==> src/tcr_params.svh <==
// Operation
// - Each channel holds a 16-bit compare value that is checked against its timer's counter on every counter state.
// - A counter equal to a channel's compare value is offered as that channel's compare interrupt request.
// - A compare match also changes the waveform on the channel's own compare output pin.
// - A compare value write updates its high and low bytes in one cycle, the high byte coming from an 8-bit holding latch.
// - One holding latch serves every 16-bit register, so an access to any of them may overwrite it.
// - A write to a counter removes any compare match of all that timer's channels on its next timer clock.
// - A channel's compare match flag is set in the timer clock cycle after the counter equals the compare value.
// - A one written to a channel's force strobe outside the PWM modes forces a match on its waveform only.
`ifndef TCR_PARAMS_SVH
`define TCR_PARAMS_SVH

// ********************************************************************
// Sizes
// ********************************************************************
`define TCR_NTMR 4
`define TCR_NCHT 3
`define TCR_NCH 12
`define TCR_CW 16
`define TCR_BW 8
`define TCR_DW 32
`define TCR_SW 4
`define TCR_AW 11
`define TCR_IW 9
`define TCR_IDX_LSB 2

// ********************************************************************
// Register indices; the byte address is four times the index
// ********************************************************************
`define TCR_T1A_LO 9'h088
`define TCR_T1A_HI 9'h089
`define TCR_T1B_LO 9'h08a
`define TCR_T1B_HI 9'h08b
`define TCR_T1C_LO 9'h08c
`define TCR_T1C_HI 9'h08d
`define TCR_T3A_LO 9'h098
`define TCR_T3A_HI 9'h099
`define TCR_T3B_LO 9'h09a
`define TCR_T3B_HI 9'h09b
`define TCR_T3C_LO 9'h09c
`define TCR_T3C_HI 9'h09d
`define TCR_T4A_LO 9'h0a8
`define TCR_T4A_HI 9'h0a9
`define TCR_T4B_HI 9'h0aa
`define TCR_T4B_LO 9'h0ab
`define TCR_T4C_LO 9'h0ac
`define TCR_T4C_HI 9'h0ad
`define TCR_T5A_LO 9'h128
`define TCR_T5A_HI 9'h129
`define TCR_T5B_LO 9'h12a
`define TCR_T5B_HI 9'h12b
`define TCR_T5C_LO 9'h12c
`define TCR_T5C_HI 9'h12d
`define TCR_FORCE_IDX 9'h130
`define TCR_STAT_IDX 9'h131
`define TCR_MASK_IDX 9'h132

// ********************************************************************
// Reset values
// ********************************************************************
`define TCR_RST_VAL 16'h0000
`define TCR_RST_BYTE 8'h00
`define TCR_RST_FLAGS 12'h000

`endif

==> src/tcr_pkg.sv <==
`include "tcr_params.svh"

package tcr_pkg;

  typedef enum logic [1:0]
  {
    TCR_BUS_IDLE = 2'b00,
    TCR_BUS_ACK = 2'b01
  } tcr_bus_e;

  typedef struct packed
  {
    tcr_bus_e bus;
    logic [`TCR_DW-1:0] dat;
    logic [`TCR_BW-1:0] temp;
    logic [`TCR_NCH-1:0] status;
    logic [`TCR_NCH-1:0] mask;
  } tcr_top_s;

  typedef struct packed
  {
    logic [`TCR_CW-1:0] value;
    logic blank;
    logic match;
    logic pin;
  } tcr_chan_s;

endpackage

==> src/tcr_top.sv <==
`timescale 1ns/1ps
`include "tcr_params.svh"

module tcr_top
(
  // Clock and reset
  input wire logic clk_i,
  input wire logic rst_i,
  // Wishbone slave
  input wire logic [`TCR_AW-1:0] adr_i,
  input wire logic [`TCR_DW-1:0] dat_i,
  input wire logic [`TCR_SW-1:0] sel_i,
  input wire logic we_i,
  input wire logic cyc_i,
  input wire logic stb_i,
  output logic [`TCR_DW-1:0] dat_o,
  output logic ack_o,
  // Timers
  input wire logic [`TCR_NTMR-1:0][`TCR_CW-1:0] counter_value_i,
  input wire logic [`TCR_NTMR-1:0] counter_tick_i,
  input wire logic [`TCR_NTMR-1:0] counter_write_i,
  input wire logic [`TCR_NTMR-1:0] pwm_mode_i,
  // Compare results
  output logic [`TCR_NCH-1:0] compare_output_pin_o,
  output logic [`TCR_NCH-1:0] compare_match_o,
  output logic irq_o
);

  // ********************************************************************
  // Register map
  // ********************************************************************
  // Entry k of both tables is channel k, which is also bit k of force, status and mask.
  localparam logic [`TCR_IW-1:0] LO_IDX [`TCR_NCH] = '{
    `TCR_T1A_LO,
    `TCR_T1B_LO,
    `TCR_T1C_LO,
    `TCR_T3A_LO,
    `TCR_T3B_LO,
    `TCR_T3C_LO,
    `TCR_T4A_LO,
    `TCR_T4B_LO,
    `TCR_T4C_LO,
    `TCR_T5A_LO,
    `TCR_T5B_LO,
    `TCR_T5C_LO
  };
  localparam logic [`TCR_IW-1:0] HI_IDX [`TCR_NCH] = '{
    `TCR_T1A_HI,
    `TCR_T1B_HI,
    `TCR_T1C_HI,
    `TCR_T3A_HI,
    `TCR_T3B_HI,
    `TCR_T3C_HI,
    `TCR_T4A_HI,
    `TCR_T4B_HI,
    `TCR_T4C_HI,
    `TCR_T5A_HI,
    `TCR_T5B_HI,
    `TCR_T5C_HI
  };

  tcr_pkg::tcr_top_s st_q;
  tcr_pkg::tcr_top_s st_d;

  logic req;
  logic commit;
  logic [`TCR_IW-1:0] idx;
  logic [`TCR_NCH-1:0] lo_hit;
  logic [`TCR_NCH-1:0] hi_hit;
  logic [`TCR_NCH-1:0] wr_ch;
  logic [`TCR_NCH-1:0] force_ch;
  logic [`TCR_NCH-1:0] clr_bits;
  logic [`TCR_NCH-1:0][`TCR_CW-1:0] cmp_val;
  logic [`TCR_CW-1:0] wr_value;
  logic [`TCR_DW-1:0] rd_data;
  logic hit_force;
  logic hit_stat;
  logic hit_mask;
  logic mapped;

  assign req = cyc_i & stb_i;
  assign idx = adr_i[`TCR_AW-1:`TCR_IDX_LSB];
  assign hit_force = (idx == `TCR_FORCE_IDX);
  assign hit_stat = (idx == `TCR_STAT_IDX);
  assign hit_mask = (idx == `TCR_MASK_IDX);
  assign mapped = (|lo_hit) | (|hi_hit) | hit_force | hit_stat | hit_mask;

  // Writes land on the edge that also shows the master our ack.
  assign commit = (st_q.bus == tcr_pkg::TCR_BUS_ACK) & req & we_i & sel_i[0];

  // The low byte write carries the latched high byte with it.
  assign wr_value = {st_q.temp, dat_i[`TCR_BW-1:0]};

  // ********************************************************************
  // Compare channels
  // ********************************************************************
  genvar k;
  generate
    for (k = 0; k < `TCR_NCH; k++)
    begin : g_chan
      localparam int TMR = k / `TCR_NCHT;

      assign lo_hit[k] = (idx == LO_IDX[k]);
      assign hi_hit[k] = (idx == HI_IDX[k]);
      assign wr_ch[k] = commit & lo_hit[k];
      assign force_ch[k] = commit & hit_force & dat_i[k];

      tcr_cmp_chan u_chan
      (
        .clk_i(clk_i),
        .rst_i(rst_i),
        .counter_value_i(counter_value_i[TMR]),
        .counter_tick_i(counter_tick_i[TMR]),
        .counter_write_i(counter_write_i[TMR]),
        .pwm_mode_i(pwm_mode_i[TMR]),
        .force_compare_strobe_i(force_ch[k]),
        .wr_i(wr_ch[k]),
        .wr_value_i(wr_value),
        .compare_value_o(cmp_val[k]),
        .compare_match_o(compare_match_o[k]),
        .compare_output_pin_o(compare_output_pin_o[k])
      );
    end
  endgenerate

  // ********************************************************************
  // Read data
  // ********************************************************************
  always_comb
  begin
    rd_data = '0;
    for (int i = 0; i < `TCR_NCH; i++)
    begin
      if (lo_hit[i])
      begin
        rd_data[`TCR_BW-1:0] = cmp_val[i][`TCR_BW-1:0];
      end
      if (hi_hit[i])
      begin
        rd_data[`TCR_BW-1:0] = cmp_val[i][`TCR_CW-1:`TCR_BW];
      end
    end
    // The force register is a strobe and always reads back as zero.
    if (hit_stat)
    begin
      rd_data[`TCR_NCH-1:0] = st_q.status;
    end
    if (hit_mask)
    begin
      rd_data[`TCR_NCH-1:0] = st_q.mask;
    end
  end

  // ********************************************************************
  // Bus, holding latch and interrupt flags
  // ********************************************************************
  assign clr_bits = (commit && hit_stat) ? dat_i[`TCR_NCH-1:0] : `TCR_RST_FLAGS;

  always_comb
  begin
    st_d = st_q;
    case (st_q.bus)
      tcr_pkg::TCR_BUS_IDLE:
      begin
        if (req)
        begin
          st_d.bus = tcr_pkg::TCR_BUS_ACK;
          st_d.dat = rd_data;
        end
      end
      tcr_pkg::TCR_BUS_ACK:
      begin
        st_d.bus = tcr_pkg::TCR_BUS_IDLE;
      end
      default:
      begin
        st_d.bus = tcr_pkg::TCR_BUS_IDLE;
      end
    endcase
    // Any high byte write reloads the one shared latch, even mid-sequence.
    if (commit && (|hi_hit))
    begin
      st_d.temp = dat_i[`TCR_BW-1:0];
    end
    if (commit && hit_mask)
    begin
      st_d.mask = dat_i[`TCR_NCH-1:0];
    end
    // A match that coincides with a clear survives it.
    st_d.status = (st_q.status & ~clr_bits) | compare_match_o;
  end

  always_ff @(posedge clk_i)
  begin
    if (rst_i)
    begin
      st_q <= '{bus: tcr_pkg::TCR_BUS_IDLE, dat: '0, temp: `TCR_RST_BYTE,
                status: `TCR_RST_FLAGS, mask: `TCR_RST_FLAGS};
    end
    else
    begin
      st_q <= st_d;
    end
  end

  assign ack_o = (st_q.bus == tcr_pkg::TCR_BUS_ACK);
  assign dat_o = st_q.dat;
  assign irq_o = |(st_q.status & st_q.mask);

  // ********************************************************************
  // Assertions
  // ********************************************************************
  ack_one_cycle_a: assert property (@(posedge clk_i) disable iff (rst_i)
    ack_o |=> !ack_o)
    else $error("ack held longer than one cycle");

  ack_follows_req_a: assert property (@(posedge clk_i) disable iff (rst_i)
    (req && !ack_o) |=> ack_o)
    else $error("request not answered in one cycle");

  latch_load_a: assert property (@(posedge clk_i) disable iff (rst_i)
    (commit && (|hi_hit)) |=> (st_q.temp == $past(dat_i[`TCR_BW-1:0])))
    else $error("high byte write did not load the holding latch");

  pair_commit_a: assert property (@(posedge clk_i) disable iff (rst_i)
    (commit && lo_hit[0]) |=> (cmp_val[0] == {$past(st_q.temp), $past(dat_i[`TCR_BW-1:0])}))
    else $error("low byte write did not commit both bytes");

  high_only_holds_a: assert property (@(posedge clk_i) disable iff (rst_i)
    (commit && hi_hit[0]) |=> $stable(cmp_val[0]))
    else $error("high byte write changed the compare value");

  flag_sets_a: assert property (@(posedge clk_i) disable iff (rst_i)
    compare_match_o[0] |=> st_q.status[0])
    else $error("match did not set the flag");

  irq_from_flag_a: assert property (@(posedge clk_i) disable iff (rst_i)
    (compare_match_o[0] && st_q.mask[0] && !(commit && hit_mask)) |=> irq_o)
    else $error("unmasked match did not raise the interrupt");

  flag_clear_a: assert property (@(posedge clk_i) disable iff (rst_i)
    (commit && hit_stat && dat_i[0] && !compare_match_o[0]) |=> !st_q.status[0])
    else $error("write one did not clear the flag");

  unmapped_zero_a: assert property (@(posedge clk_i) disable iff (rst_i)
    (req && !ack_o && !mapped) |=> (dat_o == '0))
    else $error("unmapped read returned nonzero data");

  pin_follows_a: assert property (@(posedge clk_i) disable iff (rst_i)
    compare_match_o[0] |-> (compare_output_pin_o[0] != $past(compare_output_pin_o[0])))
    else $error("match did not change the output pin");

  cover_pair_write_c: cover property (@(posedge clk_i) disable iff (rst_i)
    (commit && hi_hit[0]) ##[1:8] (commit && lo_hit[0]));

  cover_match_irq_c: cover property (@(posedge clk_i) disable iff (rst_i)
    compare_match_o[0] ##1 irq_o);

  cover_force_c: cover property (@(posedge clk_i) disable iff (rst_i)
    (force_ch != '0));

  cover_blank_tick_c: cover property (@(posedge clk_i) disable iff (rst_i)
    counter_write_i[0] ##1 (counter_tick_i[0] && !counter_write_i[0]));

  cover_flag_clear_c: cover property (@(posedge clk_i) disable iff (rst_i)
    (commit && hit_stat));

  mask_write_a: assert property (@(posedge clk_i) disable iff (rst_i)
    (commit && hit_mask) |=> (st_q.mask == $past(dat_i[`TCR_NCH-1:0])))
    else $error("mask write did not land");

  force_reads_zero_a: assert property (@(posedge clk_i) disable iff (rst_i)
    (req && !ack_o && hit_force) |=> (dat_o == '0))
    else $error("force register did not read as zero");

  status_read_a: assert property (@(posedge clk_i) disable iff (rst_i)
    (req && !ack_o && hit_stat)
      |=> (dat_o == {{(`TCR_DW-`TCR_NCH){1'b0}}, $past(st_q.status)}))
    else $error("status read returned wrong data");

  latch_holds_a: assert property (@(posedge clk_i) disable iff (rst_i)
    !(commit && (|hi_hit)) |=> $stable(st_q.temp))
    else $error("holding latch changed without a high byte write");

  sel_refused_a: assert property (@(posedge clk_i) disable iff (rst_i)
    (ack_o && req && we_i && !sel_i[0])
      |=> ($stable(cmp_val) && $stable(st_q.mask) && $stable(st_q.temp)))
    else $error("write without byte enable changed a register");

  ack_idle_a: assert property (@(posedge clk_i) disable iff (rst_i)
    !req |=> !ack_o)
    else $error("ack given without a request");

  dat_hold_a: assert property (@(posedge clk_i) disable iff (rst_i)
    !(req && !ack_o) |=> $stable(dat_o))
    else $error("read data changed without a new request");

  // ********************************************************************
  // Per-channel checks
  // ********************************************************************
  // Channel 0 alone would leave the table entries and bit positions of
  // the other eleven channels unguarded, so every channel gets its own set.
  genvar c;
  generate
    for (c = 0; c < `TCR_NCH; c++)
    begin : g_chk
      localparam int TM = c / `TCR_NCHT;

      flag_sticky_a: assert property (@(posedge clk_i) disable iff (rst_i)
        (st_q.status[c] && !(commit && hit_stat && dat_i[c])) |=> st_q.status[c])
        else $error("compare flag dropped without a clear");

      // A forced match must not reach the flag, only a real one may.
      flag_no_spur_a: assert property (@(posedge clk_i) disable iff (rst_i)
        (!st_q.status[c] && !compare_match_o[c]) |=> !st_q.status[c])
        else $error("compare flag set without a match");

      set_wins_a: assert property (@(posedge clk_i) disable iff (rst_i)
        (commit && hit_stat && dat_i[c] && compare_match_o[c]) |=> st_q.status[c])
        else $error("clear beat a coinciding match");

      value_holds_a: assert property (@(posedge clk_i) disable iff (rst_i)
        !(commit && lo_hit[c]) |=> $stable(cmp_val[c]))
        else $error("compare value changed without a low byte write");

      read_low_a: assert property (@(posedge clk_i) disable iff (rst_i)
        (req && !ack_o && lo_hit[c])
          |=> (dat_o == {{(`TCR_DW-`TCR_BW){1'b0}}, $past(cmp_val[c][`TCR_BW-1:0])}))
        else $error("low byte read returned wrong data");

      read_high_a: assert property (@(posedge clk_i) disable iff (rst_i)
        (req && !ack_o && hi_hit[c])
          |=> (dat_o == {{(`TCR_DW-`TCR_BW){1'b0}}, $past(cmp_val[c][`TCR_CW-1:`TCR_BW])}))
        else $error("high byte read returned wrong data");

      match_needs_tick_a: assert property (@(posedge clk_i) disable iff (rst_i)
        compare_match_o[c] |-> ($past(counter_tick_i[TM])
          && ($past(counter_value_i[TM]) == $past(cmp_val[c]))))
        else $error("match without an equal counter on a tick");

      pin_event_a: assert property (@(posedge clk_i) disable iff (rst_i)
        (compare_output_pin_o[c] != $past(compare_output_pin_o[c]))
          |-> (compare_match_o[c] || $past(force_ch[c])))
        else $error("output pin changed without a match or force");

      // A timer in a PWM mode owns its pins, so a stray strobe must not disturb them.
      pwm_force_a: assert property (@(posedge clk_i) disable iff (rst_i)
        (force_ch[c] && pwm_mode_i[TM])
          |=> (compare_match_o[c] || $stable(compare_output_pin_o[c])))
        else $error("force strobe acted in a PWM mode");
    end
  endgenerate

endmodule

==> src/tcr_cmp_chan.sv <==
`timescale 1ns/1ps
`include "tcr_params.svh"

module tcr_cmp_chan
(
  // Clock and reset
  input wire logic clk_i,
  input wire logic rst_i,
  // Timer side
  input wire logic [`TCR_CW-1:0] counter_value_i,
  input wire logic counter_tick_i,
  input wire logic counter_write_i,
  input wire logic pwm_mode_i,
  // Register side
  input wire logic force_compare_strobe_i,
  input wire logic wr_i,
  input wire logic [`TCR_CW-1:0] wr_value_i,
  // Results
  output logic [`TCR_CW-1:0] compare_value_o,
  output logic compare_match_o,
  output logic compare_output_pin_o
);

  tcr_pkg::tcr_chan_s st_q;
  tcr_pkg::tcr_chan_s st_d;
  logic equal;
  logic forced;

  always_comb
  begin
    st_d = st_q;
    equal = (counter_value_i == st_q.value);
    forced = force_compare_strobe_i & ~pwm_mode_i;
    // A counter write blanks the next timer clock only, not every later one.
    if (counter_write_i)
    begin
      st_d.blank = 1'b1;
    end
    else if (counter_tick_i)
    begin
      st_d.blank = 1'b0;
    end
    st_d.match = counter_tick_i & equal & ~st_q.blank;
    st_d.pin = st_q.pin ^ (st_d.match | forced);
    if (wr_i)
    begin
      st_d.value = wr_value_i;
    end
  end

  always_ff @(posedge clk_i)
  begin
    if (rst_i)
    begin
      st_q <= '{value: `TCR_RST_VAL, blank: 1'b0, match: 1'b0, pin: 1'b0};
    end
    else
    begin
      st_q <= st_d;
    end
  end

  assign compare_value_o = st_q.value;
  assign compare_match_o = st_q.match;
  assign compare_output_pin_o = st_q.pin;

  // ********************************************************************
  // Assertions
  // ********************************************************************
  match_on_equal_a: assert property (@(posedge clk_i) disable iff (rst_i)
    (counter_tick_i && equal && !st_q.blank) |=> compare_match_o)
    else $error("equal counter did not raise a match");

  blank_after_write_a: assert property (@(posedge clk_i) disable iff (rst_i)
    (counter_write_i ##1 (counter_tick_i && !counter_write_i)) |=> !compare_match_o)
    else $error("match seen on the tick after a counter write");

  force_no_match_a: assert property (@(posedge clk_i) disable iff (rst_i)
    (forced && !(counter_tick_i && equal)) |=> (!compare_match_o
      && compare_output_pin_o != $past(compare_output_pin_o)))
    else $error("force strobe misbehaved");

endmodule

==> config.mk <==
export PLATFORM = sky130hd
export DESIGN_NAME = tcr_top
export DESIGN_NICKNAME = d
export VERILOG_FILES = /design/src/tcr_pkg.sv /design/src/tcr_top.sv /design/src/tcr_cmp_chan.sv
export VERILOG_INCLUDE_DIRS = /design/src /design/src/src
export SDC_FILE = /design/constraint.sdc
export NUM_CORES = 1
export LEC_CHECK = 0
export BUFFER_PORTS_ARGS = -buffer_cell sky130_fd_sc_hd__buf_4
export CORE_ASPECT_RATIO = 0.9
export CORE_UTILIZATION = 25
export DETAILED_ROUTE_END_ITERATION = 16
export SYNTH_ARGS = -nofsm -noshare
export SYNTH_HDL_FRONTEND = slang
export SYNTH_SLANG_ARGS = --single-unit
==> constraint.sdc <==
create_clock -name clk_i -period 4.22 [get_ports clk_i]
set_clock_uncertainty 0.1 [all_clocks]
set_input_delay 0.211 -clock clk_i [delete_from_list [all_inputs] [get_ports clk_i]]
set_output_delay 0.211 -clock clk_i [all_outputs]
set_load 0.03 [all_outputs]
==> results of run 1 <==
## per-stage QoR
stage	setup slack (ns)	instances	power [W]	hold WS (ns)
finish	1.51	2734	0.00580	0.0294
global route	1.42	2734	0.00597	0.0509
CTS	1.59	2733	0.00583	0.00528
detailed placement	1.32	2645	0.00310	0.325
global placement	1.36	2645	0.00310	0.320
floorplan	2.08	1883	0.00288	0.218
## synthesized netlist by cell type, types with 7 or more instances
cell type / n / area [um^2]
nand2_1: 444 / 1670
dfxtp_1: 265 / 5310
a21oi_1: 256 / 1280
xnor2_1: 188 / 1650
clkbuf_1: 98 / 368
nor2_1: 80 / 300
buf_4: 59 / 443
nand3_1: 44 / 220
nand4_1: 39 / 244
o21ai_0: 34 / 170
mux2i_1: 22 / 220
o22ai_1: 19 / 119
buf_2: 18 / 90.1
a221oi_1: 16 / 140
a32oi_1: 16 / 140
nor3_1: 16 / 80.1
and4b_1: 14 / 140
nor4_1: 14 / 87.6
inv_1: 12 / 45.0
o221ai_1: 12 / 105
nor3_2: 11 / 110
nand2b_1: 10 / 62.6
nor2b_1: 10 / 62.6
a22o_1: 8 / 70.1
a211oi_1: 7 / 52.6
or2_0: 7 / 43.8
## power breakdown
part	switching [W]	internal, W
registers	0.00000570	0.00251
logic	0.000357	0.000206
clock network	0.00112	0.00161
total	0.00148	0.00432
## logic make-up after synthesis
family | after synthesis | share of synthesized area
other cells | 1 | 0.000258
xor+xnor | 192 | 0.116
compound gates | 443 | 0.188
buf+inv | 193 | 0.0677
flops | 265 | 0.365
simple gates | 742 | 0.241
mux | 28 | 0.0221
## critical path: cells and delay by family, from the launching register on
family | cells | cell delay, ns
AO/OA/AOI/OAI | 1 | 0.09
flip-flops | 1 | 0.38
AND/OR/NAND/NOR | 4 | 1.96
## how the worst min path moves through the flow
stage	slack (ns)	startpoint	depth (start not counted)	to
2_1_floorplan	0.22	rst_i	1	st_q[64]$_SDFFE_PP0P_
3_3_place_gp	0.32	counter_write_i[1]	3	g_chan[5].u_chan.st_q[2]$_SDFFE_PP0P_
3_5_place_dp	0.32	counter_write_i[3]	3	g_chan[10].u_chan.st_q[2]$_SDFFE_PP0P_
4_1_cts	0.005	counter_tick_i[3]	4	g_chan[9].u_chan.compare_match_o$_SDFF_PP0_
5_1_grt	0.05	counter_value_i[17]	3	g_chan[4].u_chan.compare_match_o$_SDFF_PP0_
6_report	0.03	counter_tick_i[3]	4	g_chan[9].u_chan.compare_match_o$_SDFF_PP0_
## area by class of cell
type	count	area share
well taps	765	0.0552
inverters	13	0.00282
clock buffers	44	0.0522
clock inverters	12	0.00751
repair buffers	209	0.0963
diodes	1	0.000144
flip-flops and latches	265	0.306
multi-input cells	1425	0.480
## state kept, by name, indices dropped and copies added, names as in the netlist
register,cells
g_chan.u_chan.compare_match_o,12
dat_o,12
g_chan.u_chan.compare_value_o,192
g_chan.u_chan.compare_output_pin_o,12
g_chan.u_chan.st_q,4
st_q,33
## routing by layer
layer	share of wire	wire length [um]
met4	0.038	2370
met3	0.089	5560
met1	0.42	26200
met5	0	0
met2	0.45	28400
==> out/summary.txt, run 1 <==
Initial antenna violation count: 1
Post-route DRC: 0
Post-synthesis sequential element count: 265
Post CTS Setup Buffer Count: 0
Height of the die: 231 um
Fillers: 6,078
Rows: 83
Max transition margin: 0.226
Setup crit start kind: flop
Largest net degree at the start of global routing: 151
Register area: 5310 um^2
Global-route wire length before repair: 90,800 um
I/O pin cnt: 186
GPL Wtd Cong: 1.01
Final core occ: 0.303
Critical path's slowest cell: nor2b_1
Area Overhead vs Synth: 19.3%
Clock sink total: 265
Layout cells sized above 1: 0.137
Max-cap violations: 0
Drt via density: 5.35
Register area share after synthesis: 0.365
Total clock buffers created by CTS: 31
Most common cell after layout, fill and taps aside: nand2_1
Core region area: 57,200 um^2
Final wirelength: 62,500 um
Status: finished, final reports clean
Resize count post-CTS: 0
GRT Total Usage: 0.203
Slew @ Worst Pin: 1.16 ns
HP Class: input pin to flop
Design Area, Final: 17,300 um^2
Start point of the critical path: st_q[64]$_SDFFE_PP0P_
Synthesized area per cell: 7.79 um^2
Critical path endpoint category: flop
Critical Path Max Stage Delay: 0.79 ns
Static leakage: 5.52 nW
Via count: 14,628
Yosys warns: 0
Area of placed instances: 16,000 um^2
Reg-to-reg slack, setup: 1.51 ns
Starting density of the core: 0.254
Wire per inst: 22.9 um
RR Startpoint: st_q[64]$_SDFFE_PP0P_
Critical path cell sequence: and3_1, nor2b_1, nand2_1, nand2_1, a21oi_1
Slew Limit Fails: 0
CP arrival: 3.04 ns
Fmax: 369 MHz
Worst setup path end: g_chan[5].u_chan.compare_value_o[2]$_SDFFE_PP0P_
Clk slew on worst S/H paths: 0.06 ns
CP Data Required Time: 4.55 ns
Setup TNS: 0 ns
Post-synth EDFFs: 0
Most common cell on crit path: nand2_1
DPL Wire Length: 45,000 um
Clock Latency Late Sink: 0.58 ns
Met3 Use GR: 0.0307
Post-synth cell types: 84
Final worst path period share: 0.642
M2 GR Usage: 0.332
Worst reg2reg path depth: 5
Congestion Overflow GR: 0
Critical path peak fanout: 16
Vias in the first global route: 13,839
Routed Antenna Nets: 0
Final setup vio count: 0
CTS H-tree lvls: 1
Count of final hold-check violations: 0
Reg2reg end: g_chan[5].u_chan.compare_value_o[2]$_SDFFE_PP0P_
Asr flop ratio synth: 0
RSZ-0062 raised after global routing: no
TritonCTS clock tree: yes
Worst VDD drop: 288 uV
Multi-input logic area: 8310 um^2
# hold bufs at CTS: 32
PwrDens: 335 nW/um^2
Syn Inst Count: 1,864
GR peak layer: met2
Final min period: 2.71 ns
NumNets Final: 2,073
CTS Root Cell: clkbuf_16
DR iter-0 viols: 1,768
Commonest non-fill, non-tap cells in the layout: nand2_1 (444), dfxtp_1 (265), a21oi_1 (256)
Die area: 59,000 um^2
Top_reg_cell synth: dfxtp_1
Mapped cell area: 14,500 um^2
First-pass DRT Iterations: 6
CP Class: flop to flop
Met1 usage: 0.272
PortBufs: 140
Die X: 256 um
Max clock buf depth: 3
Power figures use the tool's default switching activity.
==> inputs of run 2 (changes only) <==
==> constraint.sdc (replaced) <==
create_clock -name clk_i -period 2.81 [get_ports clk_i]
set_clock_uncertainty 0.1 [all_clocks]
set_input_delay 0.1405 -clock clk_i [delete_from_list [all_inputs] [get_ports clk_i]]
set_output_delay 0.1405 -clock clk_i [all_outputs]
set_load 0.03 [all_outputs]
==> run 2 against run 1 <==
Against the previous run:
- core utilization is 1.1 points higher
- sequential share of layout area decreased by 1.0 points
- worst setup slack lost 1.2 ns
- clock-buffer cell count decreased by 4
- combinational power rose by 59%
- clock power grew 57%
- cell count up 2.6%
- die area is the same
- critical path depth up 2
- global-route usage rose by 0.75 points
- total power rose by 54%
- first-iteration DRC count increased by 0.57%
- largest cell class unchanged
- largest power group unchanged
==> out/summary.txt, run 2 (synthesis gave the netlist of run 1 again) <==
Critical path endpoint category: flop
Slew Limit Fails: 0 (unchanged)
Critical path's slowest cell: nor3_1
Critical path cell sequence: and3_1, nand4b_1, nor3_1, buf_4, a32oi_1, or2_2, a21oi_1
NumNets Final: 2,143 (+3.4%)
DR iter-0 viols: 1,778 (+0.57%)
Count of final hold-check violations: 0 (unchanged)
GPL Wtd Cong: 0.974 (-3.2%)
Final setup vio count: 0 (unchanged)
Reg-to-reg slack, setup: 0.33 ns (-1.18 ns)
CP arrival: 2.89 ns (-0.15 ns)
Final worst path period share: 0.883 (+0.240)
Congestion Overflow GR: 0 (unchanged)
Hold Path End: g_chan[5].u_chan.compare_output_pin_o$_SDFF_PP0_
PwrDens: 499 nW/um^2 (+49%)
Global-route wire length before repair: 94,000 um (+3.5%)
Max clock buf depth: 3 (unchanged)
Setup TNS: 0 ns (unchanged)
Worst VDD drop: 688 uV (+140%)
Final wirelength: 64,200 um (+2.7%)
Total clock buffers created by CTS: 31 (unchanged)
Fmax: 403 MHz (+9.3%)
Vias in the first global route: 14,330 (+3.5%)
Hold depth: 5 (+1)
Wire per inst: 22.9 um (+0.13%)
CP Class: flop to flop
Post-route DRC: 0 (unchanged)
Overall Power: 0.00894 W (+54%)
RR Startpoint: st_q[64]$_SDFFE_PP0P_
Largest net degree at the start of global routing: 111 (-26%)
CP Data Required Time: 3.22 ns (-1.33 ns)
Layout cells sized above 1: 0.161 (+0.0234)
TritonCTS clock tree: yes
Max FFs per register: 192 (unchanged)
Rows: 83 (unchanged)
Setup crit start kind: flop
Routed Antenna Nets: 0 (unchanged)
PortBufs: 140 (unchanged)
Hold Path Origin: pwm_mode_i[1]
Core region area: 57,200 um^2 (unchanged)
Via count: 14,882 (+1.7%)
Status: finished, final reports clean
RSZ-0062 raised after global routing: no
Slew @ Worst Pin: 1.13 ns (-0.0292 ns)
Critical path peak fanout: 4 (-12)
GRT Total Usage: 0.211 (+0.00755)
Max-cap violations: 0 (unchanged)
Reg2reg end: g_chan[1].u_chan.compare_output_pin_o$_SDFF_PP0_
DPL Wire Length: 46,600 um (+3.4%)
Height of the die: 231 um (unchanged)
Commonest non-fill, non-tap cells in the layout: nand2_1 (444), dfxtp_1 (265), a21oi_1 (256)
Worst reg2reg path depth: 7 (+2)
Starting density of the core: 0.254 (unchanged)
Most common cell after layout, fill and taps aside: nand2_1
HP Class: input pin to flop
Critical Path Max Stage Delay: 0.49 ns (-0.30 ns)
CTS H-tree lvls: 1 (unchanged)
Area Overhead vs Synth: 23.5%
First-pass DRT Iterations: 6 (unchanged)
I/O pin cnt: 186 (unchanged)
Final min period: 2.48 ns (-0.231 ns)
Clock sink total: 265 (unchanged)
Clk slew on worst S/H paths: 0.06 ns (about the same)
Clock Latency Late Sink: 0.60 ns (+0.02 ns)
Initial antenna violation count: 4 (+3)
Post CTS Setup Buffer Count: 0 (unchanged)
Static leakage: 5.90 nW (+6.8%)
Die X: 256 um (unchanged)
CTS Root Cell: clkbuf_16
Drt via density: 5.31 (-0.80%)
Max transition margin: 0.245 (+0.0195)
Die area: 59,000 um^2 (unchanged)
-- run 2: cell types whose count changed in the layout (fill, tap and decap cells not counted), sizes merged --
cell,before,now
buf,176,233
diode,1,3
clkinv,6,7
clkbuf,45,41
clkinvlp,2,1
bufinv,2,4
dlygate4sd3,32,45
-- run 2: worst max-delay path by stage --
stage / endpoint / depth (start not counted) / slack [ns] / startpoint
global route: g_chan[1].u_chan.compare_output_pin_o$_SDFF_PP0_ / 7 / 0.24 / st_q[64]$_SDFFE_PP0P_
global placement: g_chan[1].u_chan.compare_output_pin_o$_SDFF_PP0_ / 9 / 0.12 / adr_i[5]
floorplan: st_q[31]$_SDFFE_PP0P_ / 6 / 0.67 / st_q[64]$_SDFFE_PP0P_
CTS: g_chan[1].u_chan.compare_output_pin_o$_SDFF_PP0_ / 7 / 0.36 / st_q[64]$_SDFFE_PP0P_
finish: g_chan[1].u_chan.compare_output_pin_o$_SDFF_PP0_ / 7 / 0.33 / st_q[64]$_SDFFE_PP0P_
detailed placement: g_chan[2].u_chan.compare_output_pin_o$_SDFF_PP0_ / 9 / 0.12 / adr_i[5]
-- run 2: timing repair --
action / in CTS / in global routing
resized for setup: 0 / 0
setup endpoints to repair: 0 / 0
hold buffers: 45 / 0
endpoints found under the hold margin: 167 / 0
-- run 2: metal layers --
metal	GRT usage	up-vias	part of all wire	wire length, um
met5	0	-	0.00017	11
met4	0.0943	2	0.046	2980
met3	0.0442	171	0.093	5980
met2	0.338	841	0.45	28700
met1	0.272	7125	0.41	26500
li1	-	6743	-	-
-- run 2: power by group --
group	internal [W]	switching [W]	leakage (nW)
Combinational	0.000339	0.000554	3.24
Clock	0.00255	0.00173	0.528
Sequential	0.00377	0.00000840	2.14
Total	0.00665	0.00229	5.90
-- run 2: layout make-up --
| type | count | area, um^2 |
|---|---|---|
| antenna | 3 | 7.51 |
| clock inverter | 14 | 199 |
| multi-input combinational | 1425 | 8310 |
| tap | 765 | 957 |
| sequential | 265 | 5310 |
| clock buffer | 40 | 870 |
| fill | 6033 | 39300 |
| timing repair buffer | 279 | 2240 |
| inverter | 13 | 48.8 |
-- run 2: through the flow --
step                setup slack (ns)  instance area, um^2  hold slack, ns  utilization  cells
global route                   0.242                17900          0.0570        0.313   2804
global placement               0.118                16400           0.247        0.287   2702
finish                         0.330                17900          0.0106        0.313   2804
CTS                            0.361                17900         0.00590        0.313   2801
detailed placement             0.116                16400           0.258        0.287   2702
floorplan                      0.673                14600           0.147            -   1883
-- run 2: worst max-delay path: cells and delay by family, from the launching register on --
kind / cells / cell delay [ns]
AOI/OAI and AO/OA: 2 / 0.17
buffers and inverters: 1 / 0.20
and+or+nand+nor: 4 / 1.53
DFF: 1 / 0.39
